**config.mk**
```make
export PLATFORM = sky130hd
export DESIGN_NAME = flash_host_controller
export DESIGN_NICKNAME = d
export VERILOG_FILES = /design/src/hdl/flash_bus_cycle.v /design/src/hdl/flash_host_controller.v
export VERILOG_INCLUDE_DIRS = /design/src /design/src/hdl
export SDC_FILE = /design/constraint.sdc
export NUM_CORES = 1
export LEC_CHECK = 0
export BUFFER_PORTS_ARGS = -buffer_cell sky130_fd_sc_hd__buf_2
export CAP_MARGIN = 20
export CORE_ASPECT_RATIO = 0.5
export CORE_MARGIN = 4
export CORE_UTILIZATION = 54
export CTS_CLUSTER_DIAMETER = 40
export DETAILED_ROUTE_END_ITERATION = 10
export PLACE_DENSITY = 0.74
export REMOVE_ABC_BUFFERS = 1
export SYNTH_ARGS = -nofsm -noshare
export SYNTH_HDL_FRONTEND = slang
export SYNTH_SLANG_ARGS = --single-unit
export TNS_END_PERCENT = 10
```
**constraint.sdc**
```tcl
create_clock -name clk_in -period 3.4 [get_ports clk_in]
set_input_delay 0.68 -clock clk_in [delete_from_list [all_inputs] [get_ports clk_in]]
set_output_delay 0.68 -clock clk_in [all_outputs]
set_load 0.02 [all_outputs]
```
**src/hdl/flash_host_defs.vh**
```
`ifndef FLASH_HOST_DEFS_VH
`define FLASH_HOST_DEFS_VH

// Clock and bus timing, times in ns
`define CLK_PERIOD_NS 5
`define NS_TO_CYC_UP(t) (((t) + `CLK_PERIOD_NS - 1) / `CLK_PERIOD_NS)
`define T_SETUP_NS 20
`define T_STROBE_NS 60
`define T_HOLD_NS 20
`define T_ACCESS_NS 150
`define SYNC_CYCLES 3
`define SETUP_CYCLES `NS_TO_CYC_UP(`T_SETUP_NS)
`define STROBE_CYCLES `NS_TO_CYC_UP(`T_STROBE_NS)
`define HOLD_CYCLES `NS_TO_CYC_UP(`T_HOLD_NS)
`define ACCESS_CYCLES (`NS_TO_CYC_UP(`T_ACCESS_NS) + `SYNC_CYCLES)

// Program 10 us and erase 10 ms at 5 ns, sized for the 24-bit counter
`define PROG_WAIT_CYCLES 24'h0007D0
`define ERASE_WAIT_CYCLES 24'h1E8480

// Command codes
`define CMD_READ_ARRAY 8'h00
`define CMD_IDENTIFY 8'h90
`define CMD_ERASE 8'h20
`define CMD_ERASE_VERIFY 8'hA0
`define CMD_PROGRAM 8'h40
`define CMD_PROGRAM_VERIFY 8'hC0
`define CMD_RESET 8'hFF

// Identification addresses
`define ID_MAKER_ADDR 15'h0000
`define ID_PART_ADDR 15'h0001

// Host operations on op_in
`define OP_READ_MODE 4'h0
`define OP_READ 4'h1
`define OP_IDENT 4'h2
`define OP_IDENT_HV 4'h3
`define OP_ERASE 4'h4
`define OP_ERASE_VERIFY 4'h5
`define OP_PROGRAM 4'h6
`define OP_PROGRAM_VERIFY 4'h7
`define OP_RESET 4'h8

// Step kinds
`define STEP_END 2'h0
`define STEP_WRITE 2'h1
`define STEP_READ 2'h2
`define STEP_DELAY 2'h3

// Step address selects
`define ASEL_ZERO 2'h0
`define ASEL_ONE 2'h1
`define ASEL_USER 2'h2

`endif

```
**src/hdl/flash_bus_cycle.v**
```verilog
`timescale 1ns/1ps
`include "flash_host_defs.vh"

module flash_bus_cycle
(
  // Clock and reset
  input  wire        clk_in,
  input  wire        reset_in,
  input  wire        clk_en_in,
  // Cycle request
  input  wire        start_in,
  input  wire        write_in,
  input  wire [14:0] addr_in,
  input  wire [7:0]  wdata_in,
  output reg         done_out,
  output reg  [7:0]  rdata_out,
  // Flash pins
  output reg         chip_select_n_out,
  output reg         output_gate_n_out,
  output reg         write_strobe_n_out,
  output reg  [14:0] addr_out,
  output reg  [7:0]  data_lines_out,
  output reg         data_lines_oe_n_out,
  input  wire [7:0]  data_lines_in
);

  localparam S_IDLE   = 3'd0;
  localparam S_SETUP  = 3'd1;
  localparam S_STROBE = 3'd2;
  localparam S_ACCESS = 3'd3;
  localparam S_HOLD   = 3'd4;

  localparam integer SETUP_I  = `SETUP_CYCLES - 1;
  localparam integer STROBE_I = `STROBE_CYCLES - 1;
  localparam integer ACCESS_I = `ACCESS_CYCLES - 1;
  localparam integer HOLD_I   = `HOLD_CYCLES - 1;

  // Counts are cut to the 8-bit counter on purpose
  localparam [7:0] SETUP_N  = SETUP_I[7:0];
  localparam [7:0] STROBE_N = STROBE_I[7:0];
  localparam [7:0] ACCESS_N = ACCESS_I[7:0];
  localparam [7:0] HOLD_N   = HOLD_I[7:0];

  reg [2:0] state;
  reg [7:0] cnt;
  reg       is_write;
  reg [7:0] sync1;
  reg [7:0] sync2;
  reg [7:0] sync3;
  reg [7:0] data_stable;

  // Pin data is asynchronous; accept a value only once two stages agree
  always @(posedge clk_in)
  begin
    if (reset_in)
    begin
      sync1       <= 8'h00;
      sync2       <= 8'h00;
      sync3       <= 8'h00;
      data_stable <= 8'h00;
    end
    else if (clk_en_in)
    begin
      sync1 <= data_lines_in;
      sync2 <= sync1;
      sync3 <= sync2;
      if (sync2 == sync3)
        data_stable <= sync3;
    end
  end

  always @(posedge clk_in)
  begin
    if (reset_in)
    begin
      state               <= S_IDLE;
      cnt                 <= 8'h00;
      is_write            <= 1'b0;
      done_out            <= 1'b0;
      rdata_out           <= 8'h00;
      chip_select_n_out   <= 1'b1;
      output_gate_n_out   <= 1'b1;
      write_strobe_n_out  <= 1'b1;
      addr_out            <= 15'h0000;
      data_lines_out      <= 8'h00;
      data_lines_oe_n_out <= 1'b1;
    end
    else if (clk_en_in)
    begin
      done_out <= 1'b0;
      case (state)
        S_IDLE:
        begin
          if (start_in)
          begin
            // Address stable before the strobe falls  //
            addr_out          <= addr_in;
            is_write          <= write_in;
            chip_select_n_out <= 1'b0;
            if (write_in)
            begin
              data_lines_out      <= wdata_in;
              data_lines_oe_n_out <= 1'b0;
            end
            cnt   <= SETUP_N;
            state <= S_SETUP;
          end
        end
        S_SETUP:
        begin
          if (cnt != 8'h00)
            cnt <= cnt - 8'h01;
          else if (is_write)
          begin
            write_strobe_n_out <= 1'b0;
            cnt                <= STROBE_N;
            state              <= S_STROBE;
          end
          else
          begin
            // Gate opens only inside chip select  //
            output_gate_n_out <= 1'b0;
            cnt               <= ACCESS_N;
            state             <= S_ACCESS;
          end
        end
        S_STROBE:
        begin
          if (cnt != 8'h00)
            cnt <= cnt - 8'h01;
          else
          begin
            // Data held past the rising edge  //
            write_strobe_n_out <= 1'b1;
            cnt                <= HOLD_N;
            state              <= S_HOLD;
          end
        end
        S_ACCESS:
        begin
          if (cnt != 8'h00)
            cnt <= cnt - 8'h01;
          else
          begin
            rdata_out         <= data_stable;
            output_gate_n_out <= 1'b1;
            cnt               <= HOLD_N;
            state             <= S_HOLD;
          end
        end
        S_HOLD:
        begin
          if (cnt != 8'h00)
            cnt <= cnt - 8'h01;
          else
          begin
            chip_select_n_out   <= 1'b1;
            data_lines_oe_n_out <= 1'b1;
            done_out            <= 1'b1;
            state               <= S_IDLE;
          end
        end
        default:
          state <= S_IDLE;
      endcase
    end
  end

endmodule

```
**src/hdl/flash_host_controller.v**
```verilog
// Overview of operation
// Data is read only while chip select and output gate are both low.
// Output gate high leaves the device's data lines floating.
// Chip select high puts the device in standby, outputs floating.
// Deselecting during erase, program or verify does not abort it.
// With supply low only array reads work; no verify or identify.
// Raised voltage on address nine reads maker at zero, part at one.
// After 90H, reads of address zero and one give maker and part.
// Identification is one command write then two reads.
// Write strobe pulses low under chip select; address at fall, data rise.
// The command register has no memory address.
// Supply low or rising leaves the register at 00H, reads only.
// Writing 00H selects array read until another command comes.
// Erase needs 20H then 20H again; one write only arms it.
// Erase runs from the second write's rise to the next write's rise.
// Erasing works only with the program supply at high voltage.
// Erase verify writes A0H with the address, then reads the result.
// Program writes 40H, then a write with address and byte.
// Program verify writes C0H then reads the last programmed byte.
// Reset is two FFH writes, followed by the next wanted command.
// A timed-out operation idles until a verify or reset command.
// Erase verify returns FFH only if all bits are erased.
// Program verify latches no new address.
// Undefined command codes change nothing and start nothing.
`timescale 1ns/1ps
`include "flash_host_defs.vh"

module flash_host_controller
#(
  parameter [23:0] ERASE_WAIT_CYCLES = `ERASE_WAIT_CYCLES
)
(
  // Clock and reset
  input  wire        clk_in,
  input  wire        reset_in,
  input  wire        clk_en_in,
  // Operation request
  input  wire        start_in,
  input  wire [3:0]  op_in,
  input  wire [14:0] address_in,
  input  wire [7:0]  data_in,
  input  wire        supply_request_in,
  // Operation status
  output reg         busy_out,
  output reg         done_out,
  output reg         error_out,
  output reg  [15:0] result_out,
  // Flash pins
  output wire        chip_select_n_out,
  output wire        output_gate_n_out,
  output wire        write_strobe_n_out,
  output wire [14:0] addr_out,
  output wire [7:0]  data_lines_out,
  output wire        data_lines_oe_n_out,
  input  wire [7:0]  data_lines_in,
  output reg         id_high_voltage_out,
  output reg         program_supply_high_out
);

  localparam ST_IDLE  = 2'd0;
  localparam ST_STEP  = 2'd1;
  localparam ST_BUS   = 2'd2;
  localparam ST_DELAY = 2'd3;

  localparam [23:0] PROG_WAIT = `PROG_WAIT_CYCLES;

  reg [1:0]  state;
  reg [3:0]  op_q;
  reg [14:0] addr_q;
  reg [7:0]  data_q;
  reg [2:0]  idx;
  reg [23:0] delay_cnt;
  reg        read_hi;
  reg        bus_start;
  reg        bus_write;
  reg [14:0] bus_addr;
  reg [7:0]  bus_wdata;
  wire       bus_done;
  wire [7:0] bus_rdata;

  // Step word: {user data, kind[1:0], addr select[1:0], data[7:0]}
  // Only defined codes appear, so no stray write can disturb the device
  function [12:0] step_of;
    input [3:0] op;
    input [2:0] i;
    begin
      step_of = {1'b0, `STEP_END, `ASEL_ZERO, 8'h00};
      case (op)
        `OP_READ_MODE:
          if (i == 3'd0)
            step_of = {1'b0, `STEP_WRITE, `ASEL_ZERO, `CMD_READ_ARRAY};
        `OP_READ:
          if (i == 3'd0)
            step_of = {1'b0, `STEP_READ, `ASEL_USER, 8'h00};
        `OP_IDENT:
          case (i)
            3'd0: step_of = {1'b0, `STEP_WRITE, `ASEL_ZERO, `CMD_IDENTIFY};
            3'd1: step_of = {1'b0, `STEP_READ, `ASEL_ZERO, 8'h00};
            3'd2: step_of = {1'b0, `STEP_READ, `ASEL_ONE, 8'h00};
            default: step_of = {1'b0, `STEP_END, `ASEL_ZERO, 8'h00};
          endcase
        `OP_IDENT_HV:
          case (i)
            3'd0: step_of = {1'b0, `STEP_READ, `ASEL_ZERO, 8'h00};
            3'd1: step_of = {1'b0, `STEP_READ, `ASEL_ONE, 8'h00};
            default: step_of = {1'b0, `STEP_END, `ASEL_ZERO, 8'h00};
          endcase
        `OP_ERASE:
          case (i)
            3'd0: step_of = {1'b0, `STEP_WRITE, `ASEL_ZERO, `CMD_ERASE};
            3'd1: step_of = {1'b0, `STEP_WRITE, `ASEL_ZERO, `CMD_ERASE};
            3'd2: step_of = {1'b0, `STEP_DELAY, `ASEL_ZERO, 8'h00};
            3'd3: step_of = {1'b0, `STEP_WRITE, `ASEL_USER,
                             `CMD_ERASE_VERIFY};
            3'd4: step_of = {1'b0, `STEP_READ, `ASEL_USER, 8'h00};
            default: step_of = {1'b0, `STEP_END, `ASEL_ZERO, 8'h00};
          endcase
        `OP_ERASE_VERIFY:
          case (i)
            3'd0: step_of = {1'b0, `STEP_WRITE, `ASEL_USER,
                             `CMD_ERASE_VERIFY};
            3'd1: step_of = {1'b0, `STEP_READ, `ASEL_USER, 8'h00};
            default: step_of = {1'b0, `STEP_END, `ASEL_ZERO, 8'h00};
          endcase
        `OP_PROGRAM:
          case (i)
            3'd0: step_of = {1'b0, `STEP_WRITE, `ASEL_ZERO, `CMD_PROGRAM};
            3'd1: step_of = {1'b1, `STEP_WRITE, `ASEL_USER, 8'h00};
            3'd2: step_of = {1'b0, `STEP_DELAY, `ASEL_ZERO, 8'h00};
            3'd3: step_of = {1'b0, `STEP_WRITE, `ASEL_ZERO,
                             `CMD_PROGRAM_VERIFY};
            3'd4: step_of = {1'b0, `STEP_READ, `ASEL_USER, 8'h00};
            default: step_of = {1'b0, `STEP_END, `ASEL_ZERO, 8'h00};
          endcase
        `OP_PROGRAM_VERIFY:
          case (i)
            3'd0: step_of = {1'b0, `STEP_WRITE, `ASEL_ZERO,
                             `CMD_PROGRAM_VERIFY};
            3'd1: step_of = {1'b0, `STEP_READ, `ASEL_USER, 8'h00};
            default: step_of = {1'b0, `STEP_END, `ASEL_ZERO, 8'h00};
          endcase
        `OP_RESET:
          case (i)
            3'd0: step_of = {1'b0, `STEP_WRITE, `ASEL_ZERO, `CMD_RESET};
            3'd1: step_of = {1'b0, `STEP_WRITE, `ASEL_ZERO, `CMD_RESET};
            3'd2: step_of = {1'b0, `STEP_WRITE, `ASEL_ZERO,
                             `CMD_READ_ARRAY};
            default: step_of = {1'b0, `STEP_END, `ASEL_ZERO, 8'h00};
          endcase
        default:
          step_of = {1'b0, `STEP_END, `ASEL_ZERO, 8'h00};
      endcase
    end
  endfunction

  wire [12:0] step      = step_of(op_q, idx);
  wire        step_user = step[12];
  wire [1:0]  step_kind = step[11:10];
  wire [1:0]  step_asel = step[9:8];
  wire [7:0]  step_data = step[7:0];

  // Plain array reads and pin-voltage identify work at low supply
  wire needs_supply = (op_in != `OP_READ) && (op_in != `OP_IDENT_HV);

  wire [14:0] step_addr = (step_asel == `ASEL_USER) ? addr_q :
                          (step_asel == `ASEL_ONE)  ? `ID_PART_ADDR :
                                                      `ID_MAKER_ADDR;

  always @(posedge clk_in)
  begin
    if (reset_in)
    begin
      state                   <= ST_IDLE;
      op_q                    <= `OP_READ_MODE;
      addr_q                  <= 15'h0000;
      data_q                  <= 8'h00;
      idx                     <= 3'd0;
      delay_cnt               <= 24'h000000;
      read_hi                 <= 1'b0;
      bus_start               <= 1'b0;
      bus_write               <= 1'b0;
      bus_addr                <= 15'h0000;
      bus_wdata               <= 8'h00;
      busy_out                <= 1'b0;
      done_out                <= 1'b0;
      error_out               <= 1'b0;
      result_out              <= 16'h0000;
      id_high_voltage_out     <= 1'b0;
      program_supply_high_out <= 1'b0;
    end
    else if (clk_en_in)
    begin
      done_out  <= 1'b0;
      error_out <= 1'b0;
      bus_start <= 1'b0;
      case (state)
        ST_IDLE:
        begin
          // Supply only switches between operations  //
          program_supply_high_out <= supply_request_in;
          if (start_in)
          begin
            if (needs_supply && !program_supply_high_out)
            begin
              error_out <= 1'b1;
              done_out  <= 1'b1;
            end
            else
            begin
              op_q                <= op_in;
              addr_q              <= address_in;
              data_q              <= data_in;
              idx                 <= 3'd0;
              read_hi             <= 1'b0;
              busy_out            <= 1'b1;
              id_high_voltage_out <= (op_in == `OP_IDENT_HV);
              state               <= ST_STEP;
            end
          end
        end
        ST_STEP:
        begin
          case (step_kind)
            `STEP_WRITE, `STEP_READ:
            begin
              // Command writes go out at address zero, except erase verify at the user address
              bus_start <= 1'b1;
              bus_write <= (step_kind == `STEP_WRITE);
              bus_addr  <= step_addr;
              bus_wdata <= step_user ? data_q : step_data;
              state     <= ST_BUS;
            end
            `STEP_DELAY:
            begin
              // Chip select stays high while it runs  //
              delay_cnt <= (op_q == `OP_ERASE) ?
                           ERASE_WAIT_CYCLES - 24'h000001 :
                           PROG_WAIT - 24'h000001;
              state     <= ST_DELAY;
            end
            default:
            begin
              busy_out            <= 1'b0;
              done_out            <= 1'b1;
              id_high_voltage_out <= 1'b0;
              state               <= ST_IDLE;
            end
          endcase
        end
        ST_BUS:
        begin
          if (bus_done)
          begin
            if (!bus_write)
            begin
              if (read_hi)
                result_out[15:8] <= bus_rdata;
              else
                result_out[7:0] <= bus_rdata;
              read_hi <= 1'b1;
            end
            idx   <= idx + 3'd1;
            state <= ST_STEP;
          end
        end
        ST_DELAY:
        begin
          if (delay_cnt == 24'h000000)
          begin
            idx   <= idx + 3'd1;
            state <= ST_STEP;
          end
          else
            delay_cnt <= delay_cnt - 24'h000001;
        end
        default:
          state <= ST_IDLE;
      endcase
    end
  end

  // Output gate is released between cycles, so lines float  //
  flash_bus_cycle u_bus
  (
    .clk_in              (clk_in),
    .reset_in            (reset_in),
    .clk_en_in           (clk_en_in),
    .start_in            (bus_start),
    .write_in            (bus_write),
    .addr_in             (bus_addr),
    .wdata_in            (bus_wdata),
    .done_out            (bus_done),
    .rdata_out           (bus_rdata),
    .chip_select_n_out   (chip_select_n_out),
    .output_gate_n_out   (output_gate_n_out),
    .write_strobe_n_out  (write_strobe_n_out),
    .addr_out            (addr_out),
    .data_lines_out      (data_lines_out),
    .data_lines_oe_n_out (data_lines_oe_n_out),
    .data_lines_in       (data_lines_in)
  );

endmodule

```
==> results.sh, run 1 <==
export IMPL_outcome="finished clean"
export IMPL_nNetsFinal=1052
export IMPL_drt_pass1_iterations=5
export IMPL_synth_seq_cells=183
export IMPL_die_h_um=94.26
export IMPL_ys_flop_type="dfxtp_1"
export IMPL_cp_arrival_ns=3.50
export IMPL_fin_util_pct=63.61
export IMPL_syn_inst=935
export IMPL_clkSinkCount=183
export IMPL_ir_drop_mv=0.2501
export IMPL_slew_violations=0
export IMPL_wl_per_cell_um=15.39
export IMPL_dp_cells=1178
export IMPL_hp_start="bus_addr[0]"
export IMPL_clk_pin_slew_ns=0.07
export IMPL_cts_root_buf="clkbuf_16"
export IMPL_ys_types=68
export IMPL_tightest_slew_ns=0.9850
export IMPL_routed_via_count=7026
export IMPL_num_rows=31
export IMPL_dp_slack_ns=0.05025
export IMPL_ioPinCount=88
export IMPL_max_freq_mhz=317.9
export IMPL_min_period_over_period_pct=92.53
export IMPL_grt_overflow=0
export IMPL_n_antenna_cell=0
export IMPL_slowest_stage="or4_1"
export IMPL_cpLargestDelayFamily="compound AO/OA/AOI/OAI gates"
export IMPL_totalPowerFinal_mw=4.664
export IMPL_antenna_found_initial=0
export IMPL_vias_per_cell=5.802
export IMPL_nFillCells=1270
export IMPL_hold_path_depth=2
export IMPL_drtIter0Drc=643
export IMPL_synth_edf_count=0
export IMPL_gp_congestion=0.8773
export IMPL_hold_path_end="u_bus.addr_out[0]"
export IMPL_grt_pass1_wl_um=31140
export IMPL_grt_usage_pct=21.84
export IMPL_reg2regPathDepth=12
export IMPL_die_area_um2=17010
export IMPL_slew_headroom_pct=34.09
export IMPL_ys_seq_area_share_pct=45.59
export IMPL_place_area_um2=8615
export IMPL_critical_path_max_stage_delay_ns=0.48
export IMPL_portBuffers=87
export IMPL_crit_path_cell_trace="inv_1, ha_2, o31ai_1, a2111oi_1, a31oi_1, o31ai_2, ha_1, nor2_1, nor2_2, o211ai_1, or4_1, a21oi_1"
export IMPL_hold_worst_slack_ns=0.4510
export IMPL_cp_required_ns=3.75
export IMPL_ctsLongestPathBuffers=2
export IMPL_hold_viol_final=0
export IMPL_syn_area_um2=8035
export IMPL_dpl_hpwl_um=12630
export IMPL_powerDensity_nw_per_um2=505.4
export IMPL_cts_tree="done"
export IMPL_crit_path_start_kind="flop"
export IMPL_cts_buffers_inserted=17
export IMPL_die_w_um=180.5
export IMPL_synthArstFlopShare_pct=0
export IMPL_critPathMaxFanout=8
export IMPL_drive_above_1_share_pct=16.88
export IMPL_finalClockSkew_ns=0.01622
export IMPL_hold_buffers=0
export IMPL_drv_cap=0
export IMPL_p_leak_nw=3.485
export IMPL_syn2layout_area_growth_pct=14.84
export IMPL_hold_path_class="reg2reg"
export IMPL_synth_area_per_cell_um2=8.594
export IMPL_end_kind="flop"
export IMPL_cp_num_buf_inv=1
export IMPL_grt_max_degree=85
export IMPL_design_area_um2=9228
export IMPL_worst_slack_ns=0.2541
export IMPL_fin_crit_ns=3.146
export IMPL_tns_ns=0
export IMPL_crit_reg2reg_capture="delay_cnt[13]"
export IMPL_worstReg2RegStart="idx[0]"
export IMPL_yosysWarningCount=0
export IMPL_ant_nets=0
export IMPL_layout_cells_non_filler=1211
export IMPL_htree_levels=4
export IMPL_criticalPathCategory="reg2reg"
export IMPL_start_util_pct=55.39
export IMPL_core_area_um2=14510
export IMPL_setup_viol=0
export IMPL_reg2reg_slack_ns=0.25
export IMPL_insertion_delay_ns=0.43
export IMPL_wl_um=18640
export IMPL_grt_pass1_vias=6467
export IMPL_drc=0
sequential cells by signal, indices dropped and copies added (netlist names), 15 cells and up:
signal / cells
delay_cnt: 24
u_bus.addr_out: 15
addr_q: 15
bus_addr: 15
result_out: 16
worst register-to-register path, stage by stage, from the launching register on:
cell       delay, ns
dfxtp_1         0.36
inv_1           0.13
ha_2            0.26
o31ai_1         0.11
a2111oi_1       0.38
a31oi_1         0.11
o31ai_2         0.26
ha_1            0.24
nor2_1          0.06
nor2_2          0.27
o211ai_1        0.28
or4_1           0.48
a21oi_1         0.15
placed cells by master, fill, tap and decap left out, types with 4 or more instances in the layout:
cell and n:
a31oi_1 6, mux2i_1 51, buf_2 86, xnor2_1 11, nor3_1 22, dfxtp_1 182, or4_1 10, xor2_1 6
nor4_4 5, o21a_1 5, o21ai_0 31, nand4_1 10, nor4_1 7, o211ai_1 6, inv_8 5, a22o_1 14
nor2_1 91, or3_1 8, nand3b_1 4, a21oi_1 110, a311oi_1 4, ha_1 9, a211oi_1 11, nand3_1 24
nor3b_1 5, inv_1 17, buf_4 18, nand2_1 131, clkbuf_16 17, or2_2 8, nand2b_1 12, nor2b_1 5
o31ai_1 12, clkinv_4 5
cell type report:
type                    count  area, um^2  area share (%)
repair buffers            104       565.5           6.129
multi-input cells         676        4095           44.38
clock buffers              17       425.4           4.610
well taps                 198       247.7           2.685
clock inverters            14       157.7           1.708
inverters                  19       71.32          0.7729
flip-flops and latches    183        3665           39.72
power by group:
group	total [mW]	switching [mW]	internal, mW
clock	1.92	0.932	0.987
combinational	0.482	0.304	0.179
sequential	2.26	0.0664	2.20
worst max path at each step:
stage / cells past startpoint / endpoint / from / slack (ns)
after floorplan: 12 / delay_cnt[22] / idx[1] / 0.33
after global placement: 12 / delay_cnt[12] / idx[1] / 0.13
after detailed placement: 12 / delay_cnt[14] / idx[1] / 0.05
after CTS: 12 / delay_cnt[14] / idx[1] / 0.02
after global routing: 13 / delay_cnt[13] / idx[0] / -0.04
final: 12 / delay_cnt[13] / idx[0] / 0.25
cell usage after synthesis, drive strengths merged, types with 6 or more instances:
| cell type | instances | area (um^2) |
|---|---|---|
| dfxtp | 183 | 3664 |
| nand2 | 131 | 491.7 |
| a21oi | 110 | 550.5 |
| nor2 | 93 | 349.1 |
| mux2i | 51 | 510.5 |
| clkbuf | 47 | 176.4 |
| o21ai | 32 | 163.9 |
| nor3 | 25 | 140.1 |
| nand3 | 24 | 120.1 |
| inv | 18 | 67.56 |
| a22o | 14 | 122.6 |
| nor4 | 13 | 162.6 |
| o31ai | 13 | 97.59 |
| nand2b | 12 | 75.07 |
| a211oi | 11 | 82.58 |
| ha | 11 | 137.6 |
| nand4 | 11 | 83.83 |
| xnor2 | 11 | 96.34 |
| buf | 10 | 45.04 |
| or4 | 10 | 75.07 |
| or3 | 9 | 57.56 |
| or2 | 8 | 50.05 |
| a31oi | 6 | 37.54 |
| nor3b | 6 | 50.05 |
| o211ai | 6 | 45.04 |
| xor2 | 6 | 52.55 |
kinds of logic (layout without fill, tap and decap cells):
kind of cell	Yosys count	after routing	synth area share, %
xor+xnor	17	17	1.853
flops	183	183	45.59
simple gates	368	368	23.19
mux	52	52	6.493
compound gates	228	228	17.52
fa+ha+maj	11	11	1.713
buf+inv	76	154	3.644
metal layers:
metal | vias up | wire length, um | global-route usage [%]
li1 | 3462 | - | -
met1 | 3315 | 8811 | 29.98
met2 | 223 | 8564 | 35.64
met3 | 26 | 1008 | 4.022
met4 | 0 | 257 | 6.164
met5 | - | 0 | 0
timing repair:
action,in CTS,in global routing
resized for setup,0,7
endpoints found under the setup margin,0,35
setup buffers,0,2
(Power assumes the default switching activity.)
==> inputs of run 2 (changes only) <==
- CELL_PAD_IN_SITES_DETAIL_PLACEMENT: default -> 0
- CELL_PAD_IN_SITES_GLOBAL_PLACEMENT: default -> 2
- CORE_MARGIN: 4 -> 1
- CORE_UTILIZATION: 54 -> 36
- PLACE_DENSITY: 0.74 -> default
- PLACE_DENSITY_LB_ADDON: default -> 0.08
==> run 2 against run 1 <==
Against the previous run:
- clock-buffer cell count is the same
- sequential power is essentially flat
- worst hold slack is essentially flat
- combinational power grew 2%
- critical path depth grew 2
- first-iteration DRC count shrank 52%
- non-clock buffer count grew 1
- final cell count grew 8.6%
- largest cell class unchanged
- highest routed layer unchanged
==> results.sh, run 2 (synthesis gave the netlist of run 1 again) <==
export IMPL_cp_required_ns=3.76
export IMPL_crit_path_start_kind="flop"
export IMPL_n_antenna_cell=0
export IMPL_layout_common_cells="dfxtp_1 (182), nand2_1 (131), a21oi_1 (110)"
export IMPL_gp_congestion=0.8629
export IMPL_ant_nets=0
export IMPL_top_regs="delay_cnt x24, result_out x16"
export IMPL_powerDensity_nw_per_um2=500.9
export IMPL_die_w_um=213.3
export IMPL_outcome="finished clean"
export IMPL_die_area_um2=22960
export IMPL_insertion_delay_ns=0.44
export IMPL_clkSinkCount=183
export IMPL_cts_buffers_inserted=17
export IMPL_max_freq_mhz=319.9
export IMPL_grt_max_degree=70
export IMPL_finalClockSkew_ns=0.01219
export IMPL_wl_per_cell_um=15.43
export IMPL_ctsLongestPathBuffers=2
export IMPL_wl_um=20300
export IMPL_hold_viol_final=0
export IMPL_nFillCells=2277
export IMPL_cts_root_buf="clkbuf_16"
export IMPL_grt_overflow=0
export IMPL_min_period_over_period_pct=91.93
export IMPL_critPathLaunch="idx[0]"
export IMPL_grt_usage_pct=18.21
export IMPL_drt_pass1_iterations=4
export IMPL_dp_slack_ns=0.07970
export IMPL_nNetsFinal=1053
export IMPL_drc=0
export IMPL_vias_per_cell=5.173
export IMPL_drtIter0Drc=306
export IMPL_antenna_found_initial=0
export IMPL_syn2layout_area_growth_pct=16.96
export IMPL_ioPinCount=88
export IMPL_end_kind="flop"
export IMPL_ir_drop_mv=0.2720
export IMPL_largest_register="delay_cnt"
export IMPL_criticalPathCategory="reg2reg"
export IMPL_num_rows=38
export IMPL_worst_slack_ns=0.2742
export IMPL_hp_start="busy_out"
export IMPL_dpl_hpwl_um=13920
export IMPL_routed_via_count=6803
export IMPL_final_common_cell="dfxtp_1"
export IMPL_worstReg2RegStart="idx[0]"
export IMPL_grt_pass1_vias=6316
export IMPL_drv_cap=0
export IMPL_die_h_um=107.6
export IMPL_start_util_pct=36.90
export IMPL_setup_viol=0
export IMPL_cp_arrival_ns=3.48
export IMPL_tightest_slew_ns=0.8135
export IMPL_design_area_um2=9398
export IMPL_cts_tree="done"
export IMPL_largest_reg_flops=24
export IMPL_p_leak_nw=3.501
export IMPL_slew_headroom_pct=45.31
export IMPL_hold_path_class="reg2reg"
export IMPL_slew_violations=0
export IMPL_place_area_um2=8762
export IMPL_fin_crit_ns=3.126
export IMPL_core_area_um2=21780
export IMPL_htree_levels=4
export IMPL_grt_pass1_wl_um=32580
export IMPL_clk_pin_slew_ns=0.08
export IMPL_critPathMaxFanout=13
export IMPL_drive_above_1_share_pct=17.34
export IMPL_portBuffers=87
-- run 2: changes by cell type in the layout (fill, tap and decap cells not counted) --
| cell | change |
|---|---|
| inv_12 | -1 |
| inv_2 | +1 |
| inv_6 | +4 |
| buf_12 | +1 |
| inv_1 | -1 |
| ha_1 | -2 |
| clkinv_2 | +1 |
| ha_4 | +2 |
| clkinv_4 | -3 |
-- run 2: through the flow --
step	cells	power [mW]	util, %	hold WS (ns)	TNS [ns]
2_1_floorplan	878	2.610	-	0.4261	0
3_3_place_gp	1281	2.805	40.24	0.4341	0
3_5_place_dp	1281	2.805	40.24	0.4384	0
4_1_cts	1313	4.783	42.90	0.4481	0
5_1_grt	1315	4.944	43.16	0.4480	-0.04815
6_report	1315	4.707	43.16	0.4512	0
-- run 2: timing repair --
action                                 CTS  global route
setup endpoints to repair                0            38
resized for setup                        0            12
hold buffers                             0             0
endpoints found under the hold margin    0             0
buffers inserted                         0             2
-- run 2: worst paths after layout --
path,to,slack [ns],cells past startpoint
worst max register to register,delay_cnt[21],0.27,14
worst min-delay path,busy_out,0.45,1
worst min register to register,busy_out,0.45,1
worst max-delay path,delay_cnt[21],0.27,14
-- run 2: layout make-up --
type | count | area, um^2 | share of cell area, %
clock buffer | 17 | 425.4 | 4.527
clock inverter | 15 | 155.1 | 1.651
inverter | 19 | 71.32 | 0.7589
multi-input combinational | 676 | 4120 | 43.84
sequential | 183 | 3665 | 39.00
tap | 300 | 375.4 | 3.994
timing repair buffer | 105 | 585.6 | 6.231
-- run 2: layer usage --
layer,track usage [%],routed length [um],vias to the layer above
li1,-,-,3467
met1,25.17,10410,3231
met2,27.57,8922,92
met3,5.047,765,13
met4,5.051,195,0
met5,0,0,-
-- run 2: critical path: stages, from the launching register on --
cell and delay, ns:
dfxtp_1 0.38, inv_2 0.13, ha_2 0.21, nand2b_1 0.13, nor3_1 0.05, a2111oi_1 0.32, a31oi_1 0.12, o31ai_2 0.32
ha_2 0.25, nor2_1 0.04, nor2_1 0.10, buf_4 0.17, o21ai_2 0.17, or4_1 0.51, a21oi_1 0.16
-- run 2: where the power goes --
group,leakage [nW],switching [mW],internal (mW),total [mW]
combinational,1.73,0.310,0.180,0.490
clock,0.288,0.966,0.986,1.95
sequential,1.48,0.0691,2.20,2.27
total,3.50,1.34,3.36,4.71
==> inputs of run 3 (changes only) <==
- ABC_AREA: default -> 1
- CAP_MARGIN: 20 -> default
- CORE_UTILIZATION: 36 -> 33
==> run 3 against run 2 <==
Against the previous run:
- clock-buffer cell count rose by 4
- highest routed layer unchanged
- final area up 0.16%
- utilization shrank 4.1 points
- critical endpoint is now bus_addr[0]
- fmax is 5.0% higher
- critical path type unchanged
==> results.sh, run 3 <==
export IMPL_largest_register="delay_cnt"
export IMPL_max_freq_mhz=335.9
export IMPL_ioPinCount=88
export IMPL_powerDensity_nw_per_um2=553.3
export IMPL_ctsLongestPathBuffers=2
export IMPL_outcome="finished clean"
export IMPL_synth_top_area_share_pct=44.87
export IMPL_start_util_pct=33.85
export IMPL_p_leak_nw=4.058
export IMPL_min_period_over_period_pct=87.57
export IMPL_grt_pass1_vias=6755
export IMPL_cp_arrival_ns=3.31
export IMPL_core_area_um2=24120
export IMPL_die_area_um2=25420
export IMPL_synth_edf_count=0
export IMPL_largest_reg_flops=24
export IMPL_hold_buffers=0
export IMPL_clk_pin_slew_ns=0.07
export IMPL_antenna_found_initial=0
export IMPL_dp_cells=1521
export IMPL_ir_drop_mv=0.3095
export IMPL_cp_required_ns=3.73
export IMPL_grt_max_degree=92
export IMPL_yosysWarningCount=0
export IMPL_setup_viol=0
export IMPL_gp_congestion=0.8686
export IMPL_layout_common_cells="nand2_1 (200), dfxtp_1 (183), nor2_1 (180)"
export IMPL_portBuffers=87
export IMPL_layout_cells_non_filler=1551
export IMPL_grt_pass1_wl_um=35950
export IMPL_n_antenna_cell=0
export IMPL_post_cts_buffers=0
export IMPL_cts_buffers_inserted=17
export IMPL_totalPowerFinal_mw=5.208
export IMPL_drive_above_1_share_pct=13.99
export IMPL_critPathMaxFanout=43
export IMPL_drc=0
export IMPL_ys_flop_type="dfxtp_1"
export IMPL_num_rows=40
export IMPL_vias_per_cell=4.729
export IMPL_hold_viol_final=0
export IMPL_drtIter0Drc=394
export IMPL_clkSinkCount=183
export IMPL_synth_area_per_cell_um2=7.188
export IMPL_slew_violations=0
export IMPL_slew_headroom_pct=62.46
export IMPL_yosysTopAreaCell="dfxtp_1"
export IMPL_wl_per_cell_um=14.13
export IMPL_grt_usage_pct=18.00
export IMPL_htree_levels=4
export IMPL_die_w_um=224.5
export IMPL_nFillCells=2638
export IMPL_yosys_cell_count_top_type="nand2_1"
export IMPL_grt_setup_unrepaired="no"
export IMPL_synth_top_cells_by_count="nand2_1 (200), dfxtp_1 (183), nor2_1 (180), o21ai_0 (145), a21oi_1 (124)"
export IMPL_hold_path_class="in2reg"
export IMPL_ys_types=44
export IMPL_synth_seq_cells=183
export IMPL_syn_inst=1136
export IMPL_dpl_hpwl_um=15110
export IMPL_top_regs="delay_cnt x24, result_out x16"
export IMPL_wl_um=21910
export IMPL_die_h_um=113.2
export IMPL_drv_cap=0
export IMPL_routed_via_count=7335
export IMPL_drt_pass1_iterations=5
export IMPL_tightest_slew_ns=0.5625
export IMPL_cts_resized=0
export IMPL_ys_seq_area_share_pct=44.87
export IMPL_synthArstFlopShare_pct=0
export IMPL_syn_area_um2=8165
export IMPL_nNetsFinal=1255
export IMPL_crit_path_start_kind="flop"
export IMPL_cts_tree="done"
export IMPL_cts_root_buf="clkbuf_16"
export IMPL_fin_crit_ns=2.977
export IMPL_grt_overflow=0
export IMPL_tns_ns=0
export IMPL_criticalPathCategory="reg2reg"
export IMPL_syn2layout_area_growth_pct=15.28
export IMPL_finalClockSkew_ns=0.01076
export IMPL_end_kind="flop"
export IMPL_ant_nets=0
export IMPL_insertion_delay_ns=0.45
export IMPL_synth_area_leaders="dfxtp_1 (45%), nand2_1 (9.2%), o21ai_0 (8.9%), nor2_1 (8.3%), a21oi_1 (7.6%)"
export IMPL_final_common_cell="nand2_1"
## run 3: changes by cell type after synthesis, sizes merged, moves of 10 or more
cell	delta
nand3	+15
a211oi	-10
clkbuf	-19
o31ai	-13
nand2	+79
nand2b	-12
o21ai	+116
inv	+90
nor2	+103
a22o	-14
mux2i	-51
a21oi	+15
or4	-10
nor4	-13
## run 3: logic make-up (layout without fill, tap and decap cells)
group                      after synthesis  count (layout)  synth area share [%]
AOI/OAI and AO/OA                      289             289                 18.25
xor gates and xnor gates                 9               9                0.9653
adders and majority gates               11              11                 1.686
buffers and inverters                  154             233                 7.983
DFF                                    183             183                 44.87
and+or+nand+nor                        490             490                 26.25
## run 3: final timing paths
check / from / endpoint / slack, ns / cells past startpoint
max: idx[1] / bus_addr[0] / 0.42 / 15
min: data_lines_in[2] / u_bus.sync1[2] / 0.45 / 3
max reg2reg: idx[1] / bus_addr[0] / 0.42 / 15
min reg2reg: bus_addr[8] / u_bus.addr_out[8] / 0.45 / 2
## run 3: layout make-up
type,count,area [um^2],area share [%]
inverter,108,406.6,4.320
sequential,183,3664,38.92
clock inverter,9,91.34,0.9704
clock buffer,21,460.4,4.892
timing repair buffer,95,520.5,5.530
multi-input combinational,799,3850,40.90
tap,336,420.4,4.466
## run 3: where the power goes
part | internal [mW] | switching, mW
logic | 0.290 | 0.636
clock network | 1.05 | 0.894
registers | 2.26 | 0.0768
## run 3: worst max-delay path: stages (launching register included)
cell and delay (ns):
dfxtp_1 0.40, inv_1 0.10, ha_1 0.20, inv_1 0.07, nor2_1 0.08, o21ai_0 0.28
o21a_1 0.17, o311ai_0 0.12, nor2_1 0.17, inv_1 0.08, ha_1 0.33, nor3_4 0.20
buf_12 0.22, inv_1 0.11, a211oi_1 0.21, a21oi_1 0.11
## run 3: per-layer routing
metal  global-route usage [%]  vias up  routed length (um)
met2                    27.04      125                9200
li1                         -     3851                   -
met1                    25.28     3337               11580
met5                        0        -                   0
met3                    4.778       22                 856
met4                    4.989        0                 268
## run 3: metrics by stage
stage | area [um^2] | hold WS [ns] | util [%] | setup slack, ns
final | 9413 | 0.4495 | 39.02 | 0.4226
after floorplan | 7919 | 0.4261 | - | 0.3416
after global routing | 9413 | 0.4381 | 39.02 | 0.1033
after global placement | 8861 | 0.4395 | 36.73 | 0.6273
after detailed placement | 8861 | 0.4498 | 36.73 | 0.4498
after CTS | 9413 | 0.4319 | 39.02 | 0.4131
